==> config.mk <==
export PLATFORM = sky130hd
export DESIGN_NAME = rft_trim_regs
export DESIGN_NICKNAME = d
export VERILOG_FILES = /design/src/core/rft_pkg.sv /design/src/core/rft_trim_regs.sv
export SDC_FILE = /design/constraint.sdc
export NUM_CORES = 1
export LEC_CHECK = 0
export ABC_AREA = 1
export BUFFER_PORTS_ARGS = -buffer_cell sky130_fd_sc_hd__buf_2
export CELL_PAD_IN_SITES_DETAIL_PLACEMENT = 1
export CELL_PAD_IN_SITES_GLOBAL_PLACEMENT = 1
export CORE_MARGIN = 5
export CORE_UTILIZATION = 44
export CTS_CLUSTER_DIAMETER = 60
export DETAILED_ROUTE_END_ITERATION = 12
export PLACE_DENSITY_LB_ADDON = 0.1
export SLEW_MARGIN = 25
export SYNTH_ARGS = -nofsm -noshare
export SYNTH_HDL_FRONTEND = slang
export SYNTH_SLANG_ARGS = --single-unit
==> constraint.sdc <==
create_clock -name clock -period 13.3 [get_ports clock]
set_clock_uncertainty 0.15 [all_clocks]
set_input_delay 0.665 -clock clock [delete_from_list [all_inputs] [get_ports clock]]
set_output_delay 0.665 -clock clock [all_outputs]
set_load 0.02 [all_outputs]
==> src/core/rft_pkg.sv <==
// Constants and types for the RF front-end trim register bank
`default_nettype none
package rft_pkg;
   // Register indices; byte address is four times the index
   localparam logic [5:0] IDX_SWITCH_RAMP = 6'h08;
   localparam logic [5:0] IDX_PUMP_CUR = 6'h09;
   localparam logic [5:0] IDX_IF_HIGH = 6'h0a;
   localparam logic [5:0] IDX_IF_LOW = 6'h0b;
   localparam logic [5:0] IDX_IF_ASSESS_HIGH = 6'h0c;
   localparam logic [5:0] IDX_IF_ASSESS_LOW = 6'h0d;
   localparam logic [5:0] IDX_BPF_HIGH = 6'h0e;
   localparam logic [5:0] IDX_BPF_LOW = 6'h0f;
   localparam logic [5:0] IDX_BPF_ASSESS_HIGH = 6'h10;
   localparam logic [5:0] IDX_BPF_ASSESS_LOW = 6'h11;
   localparam logic [5:0] IDX_RSSI_TRIM = 6'h12;
   localparam logic [5:0] IDX_PA_FINE = 6'h13;
   localparam logic [5:0] IDX_AMP_CTRL_CFG = 6'h20;
   localparam logic [5:0] IDX_FRONTEND_STATUS = 6'h21;
   localparam int BANK_FIRST = 8;
   localparam int BANK_COUNT = 12;
   // Reset values, bank order
   localparam logic [7:0] RST_SWITCH_RAMP = 8'h00;
   localparam logic [7:0] RST_PUMP_CUR = 8'h44;
   localparam logic [7:0] RST_IF_HIGH = 8'h14;
   localparam logic [7:0] RST_IF_LOW = 8'h47;
   localparam logic [7:0] RST_BPF_HIGH = 8'h02;
   localparam logic [7:0] RST_BPF_LOW = 8'h04;
   localparam logic [7:0] RST_BPF_ASSESS_HIGH = 8'h01;
   localparam logic [7:0] RST_BPF_ASSESS_LOW = 8'h10;
   localparam logic [7:0] RST_RSSI_TRIM = 8'h1f;
   localparam logic [7:0] RST_PA_FINE = 8'h10;
   localparam logic [7:0] RST_AMP_CTRL_CFG = 8'h00;
   // Field positions
   localparam int POS_ANT_MODE = 7;
   localparam int POS_TXRX_MODE = 6;
   localparam int POS_AMP_ENABLE = 4;
   localparam int POS_AMP_TIMING = 7;
   localparam int POS_AMP_POLARITY = 6;
   localparam int POS_PUMP_TX = 4;
   localparam int POS_PUMP_RX = 0;
   // Ramp timing in ns, at a 20 ns clock
   localparam int CLK_PERIOD_NS = 20;
   localparam int RAMP_BASE_NS = 9000;
   localparam int RAMP_FIRST_NS = 10100;
   localparam int RAMP_STEP_NS = 1071;
   localparam int RAMP_BASE_CYC = (RAMP_BASE_NS + CLK_PERIOD_NS - 1) / CLK_PERIOD_NS;
   // Data rate codes allowed with the narrowband option (50/100/200 kbps)
   localparam logic [2:0] RATE_50K = 3'h3;
   localparam logic [2:0] RATE_100K = 3'h4;
   localparam logic [2:0] RATE_200K = 3'h6;
   typedef enum logic [2:0] {
      RFT_RAMP_IDLE = 3'b001,
      RFT_RAMP_RUN = 3'b010,
      RFT_RAMP_DONE = 3'b100
   } rft_ramp_state_t;
endpackage
`default_nettype wire

==> src/core/rft_trim_regs.sv <==
// RF front-end trim register bank with Wishbone classic slave
`default_nettype none
// Functional notes
// - Bits 7 and 6 of the switch/ramp register pick push-pull (0) or open drain (1) for the two switch pins.
// - With bit 4 clear the amp control output is low in positive logic; set, it is high in the state picked by the timing bit.
// - Ramp code 0 gives the built-in 9 us ramp, code 1 about 10.1 us, code 15 about 25.1 us.
// - Each ramp code step lengthens the ramp by about 1.1 us, monotonically.
// - The pump register holds a transmit current in bits 6-4 and a receive current in bits 2-0, both 100.
// - The normal IF value is the high byte at 0x0a joined with the low byte at 0x0b.
// - The IF value in use is the written base value scaled by a factor chosen by the data rate code.
// - In channel assessment the IF value from 0x0c and 0x0d replaces the normal one.
// - The normal bandpass width is ten bits: bits 1-0 of 0x0e above the byte at 0x0f.
// - In channel assessment the bandpass width comes from 0x10 and 0x11 instead.
// - The RSSI trim holds six bits reset to 01_1111 under two reserved bits.
// - The regulator fine trim is five bits in bits 4-0, about 14 mV a step.
// - The polarity bit inverts the amp control output level.
// - The timing bit makes the amp control output follow transmit-on (0) or amp-on (1).
module rft_trim_regs
   import rft_pkg::*;
(
   input wire logic clock,
   input wire logic rst,
   input wire logic wb_cyc_i,
   input wire logic wb_stb_i,
   input wire logic wb_we_i,
   input wire logic [7:0] wb_adr_i,
   input wire logic [3:0] wb_sel_i,
   input wire logic [31:0] wb_dat_i,
   output logic [31:0] wb_dat_o,
   output logic wb_ack_o,
   input wire logic tx_on_state,
   input wire logic amp_on_state,
   input wire logic assess_active,
   input wire logic [2:0] rate_code,
   input wire logic narrowband_option,
   input wire logic antenna_switch_level,
   input wire logic txrx_switch_level,
   output logic antenna_switch_pin_o,
   output logic antenna_switch_pin_oe,
   output logic txrx_switch_pin_o,
   output logic txrx_switch_pin_oe,
   output logic ext_amp_ctrl_pin,
   output logic amp_ramp_done,
   output logic [2:0] pump_current_active,
   output logic [18:0] intermediate_freq_active,
   output logic [9:0] bandpass_width_active,
   output logic [5:0] signal_strength_lowpass_trim,
   output logic [4:0] amp_regulator_fine_code
);
   logic [7:0] bank_q [BANK_COUNT];
   logic [7:0] amp_cfg_q;
   logic [31:0] dat_q;
   logic ack_q;
   logic [10:0] ramp_cnt_q;
   rft_ramp_state_t ramp_q;
   logic amp_on_q;
   logic rate_bad_q;
   logic [7:0] status;
   logic req;
   logic [15:0] if_sel;
   logic [9:0] bpf_sel;

   // Reset value of a bank slot
   function automatic logic [7:0] reset_value(input int slot);
      unique case (slot)
         0: reset_value = RST_SWITCH_RAMP;
         1: reset_value = RST_PUMP_CUR;
         2, 4: reset_value = RST_IF_HIGH;
         3, 5: reset_value = RST_IF_LOW;
         6: reset_value = RST_BPF_HIGH;
         7: reset_value = RST_BPF_LOW;
         8: reset_value = RST_BPF_ASSESS_HIGH;
         9: reset_value = RST_BPF_ASSESS_LOW;
         10: reset_value = RST_RSSI_TRIM;
         default: reset_value = RST_PA_FINE;
      endcase
   endfunction

   // Ramp length in cycles; linear in code above zero so longer codes never shorten
   function automatic logic [10:0] ramp_cycles(input logic [3:0] code);
      int ns;
      ns = (code == 4'h0) ? RAMP_BASE_NS : RAMP_FIRST_NS + (int'(code) - 1) * RAMP_STEP_NS;
      ramp_cycles = 11'((ns + CLK_PERIOD_NS - 1) / CLK_PERIOD_NS);
   endfunction

   // Rate-dependent IF scaling, one doubling per step of rate code bits 1-0
   function automatic logic [18:0] if_scale(input logic [15:0] base, input logic [2:0] rate);
      if_scale = {3'h0, base} << rate[1:0];
   endfunction

   // Whether an address index falls inside the bank
   function automatic logic in_bank(input logic [5:0] idx);
      in_bank = (idx >= IDX_SWITCH_RAMP) && (idx <= IDX_PA_FINE);
   endfunction

   assign req = wb_cyc_i && wb_stb_i && !ack_q;

   // Ack one cycle after the request, dropped the cycle after
   always_ff @(posedge clock) begin
      if (rst) begin
         ack_q <= 1'b0;
      end else begin
         ack_q <= req;
      end
   end

   // Byte-wide bank writes; lane 0 only, upper lanes discarded
   always_ff @(posedge clock) begin
      if (rst) begin
         for (int i = 0; i < BANK_COUNT; i++) begin
            bank_q[i] <= reset_value(i);
         end
         amp_cfg_q <= RST_AMP_CTRL_CFG;
      end else if (req && wb_we_i && wb_sel_i[0]) begin
         if (in_bank(wb_adr_i[7:2])) begin
            bank_q[4'(wb_adr_i[7:2] - IDX_SWITCH_RAMP)] <= wb_dat_i[7:0];
         end else if (wb_adr_i[7:2] == IDX_AMP_CTRL_CFG) begin
            amp_cfg_q <= wb_dat_i[7:0];
         end
      end
   end

   // Live status: amp pin, ramp finished, illegal narrowband combination
   assign status = {5'h00, rate_bad_q, amp_ramp_done, ext_amp_ctrl_pin};

   // Read data latched with the ack; unmapped addresses read zero
   always_ff @(posedge clock) begin
      if (rst) begin
         dat_q <= 32'h0000_0000;
      end else if (req && !wb_we_i) begin
         if (in_bank(wb_adr_i[7:2])) begin
            dat_q <= {24'h00_0000, bank_q[4'(wb_adr_i[7:2] - IDX_SWITCH_RAMP)]};
         end else if (wb_adr_i[7:2] == IDX_AMP_CTRL_CFG) begin
            dat_q <= {24'h00_0000, amp_cfg_q};
         end else if (wb_adr_i[7:2] == IDX_FRONTEND_STATUS) begin
            dat_q <= {24'h00_0000, status};
         end else begin
            dat_q <= 32'h0000_0000;
         end
      end
   end

   assign wb_dat_o = dat_q;
   assign wb_ack_o = ack_q;

   // Flag software breaking the narrowband rate restriction
   always_ff @(posedge clock) begin
      if (rst) begin
         rate_bad_q <= 1'b0;
      end else begin
         rate_bad_q <= narrowband_option && !(rate_code == RATE_50K || rate_code == RATE_100K ||
            rate_code == RATE_200K);
      end
   end

   // Switch pin drivers: open drain only ever pulls low
   always_ff @(posedge clock) begin
      if (rst) begin
         antenna_switch_pin_o <= 1'b0;
         antenna_switch_pin_oe <= 1'b0;
         txrx_switch_pin_o <= 1'b0;
         txrx_switch_pin_oe <= 1'b0;
      end else begin
         antenna_switch_pin_o <= bank_q[0][POS_ANT_MODE] ? 1'b0 : antenna_switch_level;
         antenna_switch_pin_oe <= bank_q[0][POS_ANT_MODE] ? !antenna_switch_level : 1'b1;
         txrx_switch_pin_o <= bank_q[0][POS_TXRX_MODE] ? 1'b0 : txrx_switch_level;
         txrx_switch_pin_oe <= bank_q[0][POS_TXRX_MODE] ? !txrx_switch_level : 1'b1;
      end
   end

   // Amp control pin: enable, reference select, then polarity
   always_ff @(posedge clock) begin
      if (rst) begin
         ext_amp_ctrl_pin <= 1'b0;
      end else begin
         ext_amp_ctrl_pin <= (bank_q[0][POS_AMP_ENABLE] &&
            (amp_cfg_q[POS_AMP_TIMING] ? amp_on_state : tx_on_state))
            ^ amp_cfg_q[POS_AMP_POLARITY];
      end
   end

   // Ramp timer, started by the amp-on rising edge
   always_ff @(posedge clock) begin
      if (rst) begin
         ramp_q <= RFT_RAMP_IDLE;
         ramp_cnt_q <= 11'h000;
         amp_on_q <= 1'b0;
         amp_ramp_done <= 1'b0;
      end else begin
         amp_on_q <= amp_on_state;
         unique case (ramp_q)
            RFT_RAMP_IDLE: begin
               if (amp_on_state && !amp_on_q) begin
                  ramp_cnt_q <= ramp_cycles(bank_q[0][3:0]);
                  ramp_q <= RFT_RAMP_RUN;
               end
            end
            RFT_RAMP_RUN: begin
               if (!amp_on_state) begin
                  ramp_q <= RFT_RAMP_IDLE;
               end else if (ramp_cnt_q == 11'h001) begin
                  ramp_q <= RFT_RAMP_DONE;
                  amp_ramp_done <= 1'b1;
               end else begin
                  ramp_cnt_q <= ramp_cnt_q - 11'h001;
               end
            end
            RFT_RAMP_DONE: begin
               if (!amp_on_state) begin
                  ramp_q <= RFT_RAMP_IDLE;
                  amp_ramp_done <= 1'b0;
               end
            end
         endcase
      end
   end

   // Normal or assessment settings
   assign if_sel = assess_active ? {bank_q[4], bank_q[5]} : {bank_q[2], bank_q[3]};
   assign bpf_sel = assess_active ? {bank_q[8][1:0], bank_q[9]} : {bank_q[6][1:0], bank_q[7]};

   // Analog trim outputs
   always_ff @(posedge clock) begin
      if (rst) begin
         pump_current_active <= 3'h0;
         intermediate_freq_active <= 19'h0_0000;
         bandpass_width_active <= 10'h000;
         signal_strength_lowpass_trim <= 6'h00;
         amp_regulator_fine_code <= 5'h00;
      end else begin
         pump_current_active <= tx_on_state ? bank_q[1][POS_PUMP_TX +: 3] : bank_q[1][POS_PUMP_RX +: 3];
         intermediate_freq_active <= if_scale(if_sel, rate_code);
         bandpass_width_active <= bpf_sel;
         signal_strength_lowpass_trim <= bank_q[10][5:0];
         amp_regulator_fine_code <= bank_q[11][4:0];
      end
   end

   // Assertions

   // Single-cycle ack, so a strobe still held in the ack cycle is not taken again in that cycle
   a_ack_one_cycle: assert property (@(posedge clock) disable iff (rst)
      wb_ack_o |=> !wb_ack_o)
      else $error("ack held two cycles");

   // A lane-0 write to the pump register lands in its slot
   a_write_readback: assert property (@(posedge clock) disable iff (rst)
      (req && wb_we_i && wb_sel_i[0] && wb_adr_i[7:2] == IDX_PUMP_CUR) |=> bank_q[1] == $past(wb_dat_i[7:0]))
      else $error("pump register write lost");

   // Disabled amp control stays low in positive logic
   a_amp_disabled_low: assert property (@(posedge clock) disable iff (rst)
      (!bank_q[0][POS_AMP_ENABLE] && !amp_cfg_q[POS_AMP_POLARITY])[*2] |-> !ext_amp_ctrl_pin)
      else $error("amp pin high while disabled");

   // Transmit-on reference, one register stage late
   a_amp_follows_tx: assert property (@(posedge clock) disable iff (rst)
      (bank_q[0][POS_AMP_ENABLE] && !amp_cfg_q[POS_AMP_TIMING] && !amp_cfg_q[POS_AMP_POLARITY])
      |=> ext_amp_ctrl_pin == $past(tx_on_state))
      else $error("amp pin not following transmit-on");

   // Negative logic turns the idle low into a high
   a_amp_polarity: assert property (@(posedge clock) disable iff (rst)
      (amp_cfg_q[POS_AMP_POLARITY] && !bank_q[0][POS_AMP_ENABLE]) |=> ext_amp_ctrl_pin)
      else $error("polarity not inverting");

   // Open drain never drives the antenna pin high
   a_open_drain_high: assert property (@(posedge clock) disable iff (rst)
      antenna_switch_pin_oe && antenna_switch_pin_o |-> !$past(bank_q[0][POS_ANT_MODE]))
      else $error("open drain drove high");

   // Code zero loads the built-in ramp length
   a_ramp_base_time: assert property (@(posedge clock) disable iff (rst)
      (ramp_q == RFT_RAMP_IDLE && amp_on_state && !amp_on_q && bank_q[0][3:0] == 4'h0)
      |=> ramp_cnt_q == 11'(RAMP_BASE_CYC))
      else $error("base ramp length wrong");

   // Last two counts of a held ramp end in done
   a_ramp_done_bound: assert property (@(posedge clock) disable iff (rst)
      (ramp_q == RFT_RAMP_RUN && ramp_cnt_q == 11'h002 && amp_on_state) ##1 amp_on_state |-> ##1 amp_ramp_done)
      else $error("ramp end missed");

   // Receive current outside transmit
   a_pump_rx_select: assert property (@(posedge clock) disable iff (rst)
      !tx_on_state |=> pump_current_active == $past(bank_q[1][2:0]))
      else $error("receive pump current not used");

   // Assessment IF replaces the normal one
   a_assess_if_select: assert property (@(posedge clock) disable iff (rst)
      (assess_active && rate_code == 3'h0) |=> intermediate_freq_active[15:0] == $past({bank_q[4], bank_q[5]}))
      else $error("assessment IF not used");

   // Open drain never drives the transmit/receive pin high
   a_txrx_open_drain: assert property (@(posedge clock) disable iff (rst)
      txrx_switch_pin_oe && txrx_switch_pin_o |-> !$past(bank_q[0][POS_TXRX_MODE]))
      else $error("open drain drove switch high");

   // Push-pull always drives the antenna pin
   a_ant_push_pull: assert property (@(posedge clock) disable iff (rst)
      !bank_q[0][POS_ANT_MODE] |=> antenna_switch_pin_oe)
      else $error("push-pull antenna pin released");

   // Push-pull always drives the transmit/receive pin
   a_txrx_push_pull: assert property (@(posedge clock) disable iff (rst)
      !bank_q[0][POS_TXRX_MODE] |=> txrx_switch_pin_oe)
      else $error("push-pull switch pin released");

   // Transmit current while transmitting
   a_pump_tx_select: assert property (@(posedge clock) disable iff (rst)
      tx_on_state |=> pump_current_active == $past(bank_q[1][POS_PUMP_TX +: 3]))
      else $error("transmit pump current not used");

   // Normal IF pairs high and low byte
   a_normal_if_pair: assert property (@(posedge clock) disable iff (rst)
      (!assess_active && rate_code == 3'h0) |=> intermediate_freq_active == {3'h0, $past({bank_q[2], bank_q[3]})})
      else $error("normal IF pairing wrong");

   // Rate code one doubles the base value
   a_if_rate_scale: assert property (@(posedge clock) disable iff (rst)
      (!assess_active && rate_code == 3'h1) |=> intermediate_freq_active == {2'h0, $past({bank_q[2], bank_q[3]}), 1'b0})
      else $error("IF not scaled by rate");

   // Normal bandpass width, two high bits over a byte
   a_bpf_normal: assert property (@(posedge clock) disable iff (rst)
      !assess_active |=> bandpass_width_active == $past({bank_q[6][1:0], bank_q[7]}))
      else $error("normal bandpass width wrong");

   // Assessment bandpass width in place of the normal one
   a_bpf_assess: assert property (@(posedge clock) disable iff (rst)
      assess_active |=> bandpass_width_active == $past({bank_q[8][1:0], bank_q[9]}))
      else $error("assessment bandpass width wrong");

   // Six trim bits only; the reserved pair stays out
   a_rssi_trim: assert property (@(posedge clock) disable iff (rst)
      1'b1 |=> signal_strength_lowpass_trim == $past(bank_q[10][5:0]))
      else $error("RSSI trim output wrong");

   // Five regulator bits only
   a_pa_fine_code: assert property (@(posedge clock) disable iff (rst)
      1'b1 |=> amp_regulator_fine_code == $past(bank_q[11][4:0]))
      else $error("regulator trim output wrong");

   // Done falls as soon as the amp turns off
   a_ramp_done_clear: assert property (@(posedge clock) disable iff (rst)
      !amp_on_state |=> !amp_ramp_done)
      else $error("ramp done outlived amp-on");

   // Unmapped reads return zero
   a_unmapped_read: assert property (@(posedge clock) disable iff (rst)
      (req && !wb_we_i && !in_bank(wb_adr_i[7:2]) && wb_adr_i[7:2] != IDX_AMP_CTRL_CFG &&
      wb_adr_i[7:2] != IDX_FRONTEND_STATUS) |=> wb_dat_o == 32'h0000_0000)
      else $error("unmapped read not zero");

   // Every taken request is answered next cycle
   a_ack_follows_req: assert property (@(posedge clock) disable iff (rst)
      req |=> wb_ack_o)
      else $error("request not acked");

   // Masked lane leaves the switch/ramp slot untouched
   a_write_masked: assert property (@(posedge clock) disable iff (rst)
      (req && wb_we_i && !wb_sel_i[0]) |=> bank_q[0] == $past(bank_q[0]))
      else $error("masked write changed a register");

   // Amp-on reference when the timing bit is set
   a_amp_follows_on: assert property (@(posedge clock) disable iff (rst)
      (bank_q[0][POS_AMP_ENABLE] && amp_cfg_q[POS_AMP_TIMING] && !amp_cfg_q[POS_AMP_POLARITY])
      |=> ext_amp_ctrl_pin == $past(amp_on_state))
      else $error("amp pin not following amp-on");

   // Negative logic inverts an enabled transmit-on level
   a_amp_inverted: assert property (@(posedge clock) disable iff (rst)
      (bank_q[0][POS_AMP_ENABLE] && !amp_cfg_q[POS_AMP_TIMING] && amp_cfg_q[POS_AMP_POLARITY])
      |=> ext_amp_ctrl_pin == !$past(tx_on_state))
      else $error("amp pin not inverted");
   c_ramp_done: cover property (@(posedge clock) disable iff (rst) $rose(amp_ramp_done));
   c_assess_read: cover property (@(posedge clock) disable iff (rst) assess_active && wb_ack_o && !wb_we_i);
   c_amp_on: cover property (@(posedge clock) disable iff (rst) $rose(ext_amp_ctrl_pin));
   c_open_drain_low: cover property (@(posedge clock) disable iff (rst) bank_q[0][POS_ANT_MODE] && antenna_switch_pin_oe);
   c_ramp_longest: cover property (@(posedge clock) disable iff (rst) ramp_q == RFT_RAMP_RUN && bank_q[0][3:0] == 4'hf);
endmodule
`default_nettype wire

## Word level (Yosys, flattened, before mapping)

Memories as Yosys holds them, arrays and structs flattened. A register that Yosys moved wholly into a read port is not among the register bits.
Index checks and enable logic that the tools add are counted.

| operators by class | value |
|---|---|
| add/sub/neg operators | 6 |
| multipliers | 1 |
| divide/modulo/power cells | 1 |
| order comparisons | 2 |
| eq/ne operators | 15 |
| shift-type cells | 1 |
| mux-type cells | 41 |
| bitwise gates (word level) | 2 |
| reductions and logical operators | 27 |

Operators by type and width:

| operator | number |
|---|---|
| 8-bit two-way mux | 12 |
| 11-bit two-way mux | 3 |
| 32-bit by 6-bit adder with 32-bit output (second input constant) | 1 |
| 32-bit by 6-bit divider with 32-bit output (second input constant) | 1 |
| 32-bit two-way mux | 1 |
| 32-bit by 2-bit subtractor with 32-bit output (second input constant) | 1 |
| 11-bit case mux with 2 select lines | 1 |
| 16-bit by 2-bit left shift with 19-bit output | 1 |
| 15-bit by 17-bit adder with 18-bit output (first input constant) | 1 |
| 3-bit two-way mux | 6 |
| 5-bit by 12-bit multiplier with 17-bit output (second input constant) | 1 |
| 16-bit two-way mux | 1 |
| 1-bit two-way mux | 13 |
| 6-bit == test (second input constant) | 2 |
| 11-bit by 1-bit == test with 1-bit output (second input constant) | 1 |
| 11-bit by 1-bit subtractor with 11-bit output (second input constant) | 1 |
| 10-bit two-way mux | 1 |
| 2-bit inequality test (second input constant) | 5 |
| 3-bit == test (second input constant) | 3 |
| 1-bit logical AND | 9 |
| 3-bit case mux with 3 select lines | 1 |
| 4-bit AND reduction | 2 |
| 8-bit OR reduction | 1 |
| 3-bit by 2-bit == test with 1-bit output (second input constant) | 2 |
| other kinds (16) | 25 |

| word-level totals | value |
|---|---|
| register bits | 95 |
| memory bits (writable) | 96 |
| input bits | 58 |
| output and inout bits | 82 |
| logic and storage cells | 113 |
| memories kept | 1 |

Memories:

| name | depth | width | rd ports | clocked after Yosys merged registers in | write ports | RTL line | source |
|---|---|---|---|---|---|---|---|
| bank_q | 12 | 8 | 13 | 2 | 12 | rft_trim_regs.sv:50 | `logic [7:0] bank_q [BANK_COUNT];` |

## Longest topological paths before layout

Gate-level depths: netlist (run 1).
An unclocked memory read counts as a cell.

| depth | value |
|---|---|
| depth after elaboration | 10 |
| gate-level depth with buffers | 111 |
| gate-level depth less buffers | 110 |

## Least setup slack after synthesis (run 1)

No wires, ideal clock.

| timing | value |
|---|---|
| kind | reg-to-reg |
| start point | memory bank_q[0][0] |
| end point | register ramp_cnt_q[8] |
| library setup time | 95 ps |
| data arrival time | 11452 ps |
| data required time | 13055 ps |
| path slack | 1603 ps |
| stages on the path, launching flop included | 83 |
| path buffers | 2 |
| clock period less this slack | 11697 ps |
| cell sequence | edfxtp_1 -> inv_1 -> ha_1 -> xnor2_1 -> inv_1 -> ha_1 -> ha_1 -> fa_1 -> inv_1 -> fa_1 -> inv_1 -> ha_1 -> inv_1 -> fa_1 -> inv_1 -> nand2_1 -> nand2_1 -> nand3_1 -> [47 not listed] -> nand3_1 -> nand2_1 -> nand3_2 -> nand2_4 -> nand2_2 -> inv_2 -> nand3_2 -> nand2_1 -> nand3_1 -> a21oi_2 -> nand2_1 -> inv_1 -> ha_1 -> nand3_1 -> o21ai_0 -> or2_2 -> nand3_1 -> a221oi_1 |

RTL lines:

| element | RTL line | source |
|---|---|---|
| start, declared | rft_trim_regs.sv:50 |  |
| end signal, assigned | rft_trim_regs.sv:194 | `ramp_cnt_q <= ramp_cycles(bank_q[0][3:0]);` |
| end signal, assigned | rft_trim_regs.sv:205 | `ramp_cnt_q <= ramp_cnt_q - 11'h001;` |
| end, declared | rft_trim_regs.sv:54 | `logic [10:0] ramp_cnt_q;` |

==> qor.yml, run 1 <==
synth:
  syn_area_um2: 15100
  synth.distinct_cells: 61
  syn_area_per_cell_um2: 7.13
  ys_ff_latch: 210
  netlist_instances: 2120
  ys_seq_area_share_pct: 36.3
  yosys_warnings: 0
sta:
  tightest_slew_ns: 0.959
  hold_violations: 0
  fmax_mhz: 78.0
  period_needed_ns: 12.82
  slew_viol_final: 0
  slew_headroom_pct: 35.9
  setup_viol: 0
  timing.final.crit_share_pct: 96.4
  holdWs_ns: 0.175
  setup_ws_ns: 0.479
critical_path:
  required_ns: 13.57
  crit_type: "reg -> reg"
  r2r_start: "bank_q[0][2]"
  crit_start: "bank_q[0][2]"
  r2r_setup_slack_ns: 0.48
  cpMostUsedCell: "nand2_2"
  critPathLaunchType: "register"
  critPathSlowestCell: "fa_1"
  critPathMaxStageDelay_ns: 0.48
  critPathCaptureType: "register"
  critical_path.max_fanout: 8
  worstPathArrival_ns: 13.09
clocking:
  cts_max_path_buffers: 3
  htreeDepth: 1
  cts_tree: "yes"
  path_clk_slew_ns: 0.07
  cts-root-buf: "clkbuf_16"
  clkLatencyLatePin_ns: 0.53
  numCtsBuffers: 23
  clkSinkCount: 210
  cts_hold_buf: 0
place:
  place_ws_ns: -0.551
  placed_cells: 2753
  dp_hpwl_mm: 39.3
  numPortBuffers: 86
  gp_congestion: 0.921
floorplanning:
  die_area_um2: 38200
  initial_core_util_pct: 44.9
  die_width_um: 195
  ios: 140
  coreArea_um2: 33700
  die_y_um: 195
  rows: 67
drt:
  vias_per_cell: 5.42
  drt_iter0_drc: 967
  drc: 0
  route.vias.total: 15500
  finalWirelength_mm: 53.7
  route.antenna.remaining_nets: 0
  wl_per_cell_um: 18.8
  dr.pass1.iters: 5
run:
  drv_cap: 0
min_path:
  hp-class: "in -> reg"
  hp-start: "antenna_switch_level"
global_route:
  grt_pass1_wl_mm: 81.1
  first_global_vias: 15800
  grt_max_degree: 42
  antenna_found_initial: 1
  grt.overflow.total: 0
  gr-usage-all-layers_pct: 25.7
status:
  status: "finished, final reports clean"
layout:
  fin_util_pct: 56.3
  area_growth_pct: 25.5
  nets: 2495
  drive_above_1_share_pct: 25.8
  final_cells: 2852
flip-flops by register name, summed over array words and instances, names as in the netlist, 3 cells and up:
register                      flops
signal_strength_lowpass_trim      6
amp_cfg_q                         8
amp_regulator_fine_code           5
wb_dat_o                          8
intermediate_freq_active         19
bandpass_width_active            10
ramp_q                            3
bank_q                          128
ramp_cnt_q                       11
pump_current_active               3
Yosys cell counts (all sizes together):
| cell | number | area (µm²) |
|---|---|---|
| nand2 | 579 | 2350 |
| inv | 297 | 1110 |
| nor2 | 297 | 1290 |
| nand3 | 226 | 1320 |
| edfxtp | 128 | 3840 |
| o21ai | 100 | 515 |
| dfxtp | 82 | 1640 |
| a21oi | 64 | 339 |
| nand4 | 58 | 399 |
| ha | 44 | 551 |
| clkbuf | 41 | 158 |
| a22oi | 33 | 248 |
| buf | 33 | 248 |
| xor2 | 29 | 262 |
| o22ai | 17 | 106 |
| nor3 | 15 | 75.1 |
| o221ai | 14 | 123 |
| or2 | 9 | 56.3 |
| clkinv | 6 | 23.8 |
| fa | 6 | 120 |
| xnor2 | 6 | 67.6 |
| nand3b | 5 | 37.5 |
| a221oi | 4 | 35.0 |
| a31oi | 4 | 25.0 |
| nor3b | 3 | 22.5 |
| o211ai | 3 | 22.5 |
| o311ai | 3 | 26.3 |
| a211oi | 2 | 15.0 |
| a21boi | 2 | 18.8 |
| o21bai | 2 | 18.8 |
| o41ai | 2 | 17.5 |
| a21o | 1 | 7.51 |
| a22o | 1 | 8.76 |
| conb | 1 | 3.75 |
| mux2i | 1 | 10.0 |
| nor4 | 1 | 6.26 |
| o31ai | 1 | 7.51 |
stage by stage:
stage	TNS (ns)	instance area [µm²]
after floorplan	0	15300
after global routing	-2.40	19000
final	0	19000
after detailed placement	-1.72	16800
after CTS	0	17700
after global placement	0	16800
layout make-up:
cell class	instances	area, µm²
Antenna cell	1	2.50
Tap cell	448	561
Inverter	303	1150
Clock inverter	11	115
Timing Repair Buffer	259	1770
Clock buffer	30	612
Multi-Input combinational cell	1590	9280
Fill cell	4323	14700
Sequential cell	210	5490
repair_timing:
item,4_1_cts,5_1_grt
endpoints found under the setup margin,7,11
pin swaps,4,104
setup buffers,9,46
cloned,0,2
gates resized for setup,19,225
final timing paths:
check                                             end  depth (start not counted)
worst max-delay path                    ramp_cnt_q[8]                         89
worst min-delay path            antenna_switch_pin_oe                          2
worst max register to register          ramp_cnt_q[8]                         89
worst min register to register            wb_dat_o[3]                          2
critical path: cells and delay by family, from the launching register on:
kind,cells,cell delay [ns]
AOI/OAI and AO/OA,4,1.00
xor gates and xnor gates,1,0.16
adders and majority gates,7,1.97
buffers and inverters,15,1.74
DFF,1,0.43
and+or+nand+nor,62,7.18
layout by cell type, fill, tap and decap left out, types with 17 or more instances in the layout:
cell         n
nand2_1    463
inv_1      255
nor2_1     240
buf_4      166
nand3_1    156
edfxtp_1   128
buf_2       86
o21ai_0     85
nand2_2     85
dfxtp_1     82
a21oi_1     61
conb_1      56
nand4_1     55
nand3_2     47
inv_2       38
ha_1        37
nor2_4      34
a22oi_1     33
xor2_1      27
nand2_4     27
nand3_4     24
clkbuf_16   23
nor2_2      22
o22ai_1     17
cell families after synthesis:
| family | share of synthesized area (%) |
|---|---|
| AND/OR/NAND/NOR | 36.7 |
| buffers and inverters | 10.2 |
| AO/OA/AOI/OAI | 10.1 |
| flip-flops | 36.3 |
| adder cells (fa/ha/maj) | 4.43 |
| XOR/XNOR | 2.18 |
| other | 0.0248 |
| multiplexers | 0.0662 |
metal layers:
metal / part of all wire [%] / global-route usage [%] / up-vias
met5: 0 / 0 / -
met3: 3.9 / 2.69 / 95
met1: 42 / 31.9 / 7596
met2: 51 / 46.8 / 334
met4: 3.4 / 7.94 / 0
li1: - / - / 7439
Power of run 1 is not shown: default switching activity piles up to over one toggle a cycle in this logic, so the estimate is an artifact.
==> inputs of run 2 (changes only) <==
--- a/config.mk
+++ b/config.mk
@@ -8,9 +8,9 @@
 export ABC_AREA = 1
 export BUFFER_PORTS_ARGS = -buffer_cell sky130_fd_sc_hd__buf_2
 export CELL_PAD_IN_SITES_DETAIL_PLACEMENT = 1
-export CELL_PAD_IN_SITES_GLOBAL_PLACEMENT = 1
+export CELL_PAD_IN_SITES_GLOBAL_PLACEMENT = 2
 export CORE_MARGIN = 5
-export CORE_UTILIZATION = 44
+export CORE_UTILIZATION = 35
 export CTS_CLUSTER_DIAMETER = 60
 export DETAILED_ROUTE_END_ITERATION = 12
 export PLACE_DENSITY_LB_ADDON = 0.1
==> qor.yml, run 2 (same netlist as run 1, synthesis figures left out) <==
layout:
  reg_top3: "bank_q: 128 flops, intermediate_freq_active: 19 flops, ramp_cnt_q: 11 flops"
  final_cell_mix: "nand2_1, buf_4, inv_1"
  fin_util_pct: 46.9  # -9.4 points
  layout_commonest_cell: "nand2_1"
  largest_register_ffs: 128  # unchanged
  nets: 2586  # +3.6%
  diodes: 0  # -1
  drive_above_1_share_pct: 30.6  # +4.8 points
  area_growth_pct: 32.9
  regMostFlops: "bank_q"
  fillers: 5391  # +25%
clocking:
  numCtsBuffers: 24  # +4.3%
  path_clk_slew_ns: 0.06  # about the same
  cts-root-buf: "clkbuf_16"
  cts_tree: "yes"
  clkLatencyLatePin_ns: 0.54  # about the same
  cts_hold_buf: 0  # unchanged
  cts_max_path_buffers: 3  # unchanged
  htreeDepth: 1  # unchanged
  clkSinkCount: 210  # unchanged
floorplanning:
  die_y_um: 218  # +12%
  coreArea_um2: 42900  # +27%
  initial_core_util_pct: 35.3  # -9.6 points
  ios: 140  # unchanged
  rows: 76  # +13%
  die_width_um: 218  # +12%
  die_area_um2: 47500  # +24%
status:
  status: "finished, final reports clean"
drt:
  route.antenna.remaining_nets: 0  # unchanged
  drt_iter0_drc: 705  # -27%
  dr.pass1.iters: 4  # -1
  route.vias.total: 15300  # -1.0%
  finalWirelength_mm: 53.7  # about the same
  wl_per_cell_um: 17.4  # -7.4%
  vias_per_cell: 4.97  # -8.4%
  drc: 0  # unchanged
global_route:
  met2_usage_pct: 38.1  # -8.7 points
  first_global_vias: 15500  # -1.7%
  grt_util_met3_pct: 2.40  # -0.29 points
  grt.busiest_layer: "met2"
  grt_max_degree: 42  # unchanged
  grt.overflow.total: 0  # unchanged
  grt_pass1_wl_mm: 81.8  # +0.89%
  gr-usage-all-layers_pct: 21.3  # -4.4 points
  antenna_found_initial: 0  # -1
  use_met1_pct: 27.4  # -4.4 points
critical_path:
  r2r_start: "bank_q[0][1]"
  critPathMaxStageDelay_ns: 0.47  # about the same
  critPathSlowestCell: "fa_1"
  worstPathArrival_ns: 12.89  # -0.20 ns
  critical_path.max_fanout: 7  # -1
  cpMostUsedCell: "nand2_2"
  required_ns: 13.59  # +0.02 ns
  critPathCaptureType: "register"
  critPathLaunchType: "register"
  crit_start: "bank_q[0][1]"
  crit_type: "reg -> reg"
place:
  gp_congestion: 0.866  # -5.9%
  dp_hpwl_mm: 40.8  # +4.0%
  place_ws_ns: -0.399  # +0.153 ns
  numPortBuffers: 86  # unchanged
min_path:
  hp-class: "in -> reg"
  hp-start: "txrx_switch_level"
sta:
  timing.final.crit_share_pct: 94.7  # -1.7 points
  setup_viol: 0  # unchanged
  period_needed_ns: 12.60  # -0.225 ns
  slew_viol_final: 0  # unchanged
  tightest_slew_ns: 0.829  # -0.130 ns
  slew_headroom_pct: 44.0  # +8.1 points
  hold_violations: 0  # unchanged
  fmax_mhz: 79.4  # +1.8%
  setup_ws_ns: 0.704  # +0.225 ns
run:
  drv_cap: 0  # unchanged
[run 2: area by class of cell]
| type | instances | area (µm²) | share of cell area [%] |
|---|---|---|---|
| inverter | 303 | 1160 | 5.75 |
| clock inverter | 12 | 123 | 0.610 |
| multi-input combinational | 1589 | 9440 | 47.0 |
| sequential | 210 | 5490 | 27.3 |
| clock buffer | 32 | 696 | 3.46 |
| tap | 585 | 732 | 3.64 |
| timing repair buffer | 350 | 2470 | 12.3 |
[run 2: final timing paths]
kind	to	slack (ns)	cells after the start
worst max register to register	ramp_cnt_q[8]	0.70	94
worst max-delay path	ramp_cnt_q[8]	0.70	94
worst min register to register	wb_dat_o[4]	0.32	2
worst min-delay path	txrx_switch_pin_oe	0.18	2
[run 2: per-layer routing]
metal | vias to the layer above | part of all wire (%) | wire length (µm)
met4 | 0 | 2.0 | 1060
li1 | 7595 | - | -
met3 | 60 | 3.4 | 1810
met5 | - | 0 | 0
met1 | 7426 | 44 | 23700
met2 | 227 | 51 | 27100
[run 2: repair_timing]
action	CTS	global route
pin swaps	9	131
resized for setup	25	278
endpoints found under the setup margin	6	11
buffers inserted	12	55
gates cloned	0	1
[run 2: critical path, delay by kind of cell, from the launching register on]
| kind | cells | cell delay (ns) |
|---|---|---|
| AOI/OAI and AO/OA | 3 | 0.56 |
| xor gates and xnor gates | 1 | 0.20 |
| adders and majority gates | 7 | 2.01 |
| buffers and inverters | 11 | 1.16 |
| DFF | 1 | 0.43 |
| and+or+nand+nor | 72 | 7.95 |
[run 2: through the flow]
step / hold WS (ns) / instance area, µm² / cells / TNS [ns]
floorplan: 0.287 / 15300 / 2175 / 0
detailed placement: 0.311 / 17600 / 2969 / -0.884
CTS: 0.162 / 18600 / 3025 / 0
global route: 0.174 / 20100 / 3081 / -0.727
finish: 0.179 / 20100 / 3081 / 0
global placement: 0.307 / 17600 / 2969 / 0
Power of run 2 is left out for the same reason.
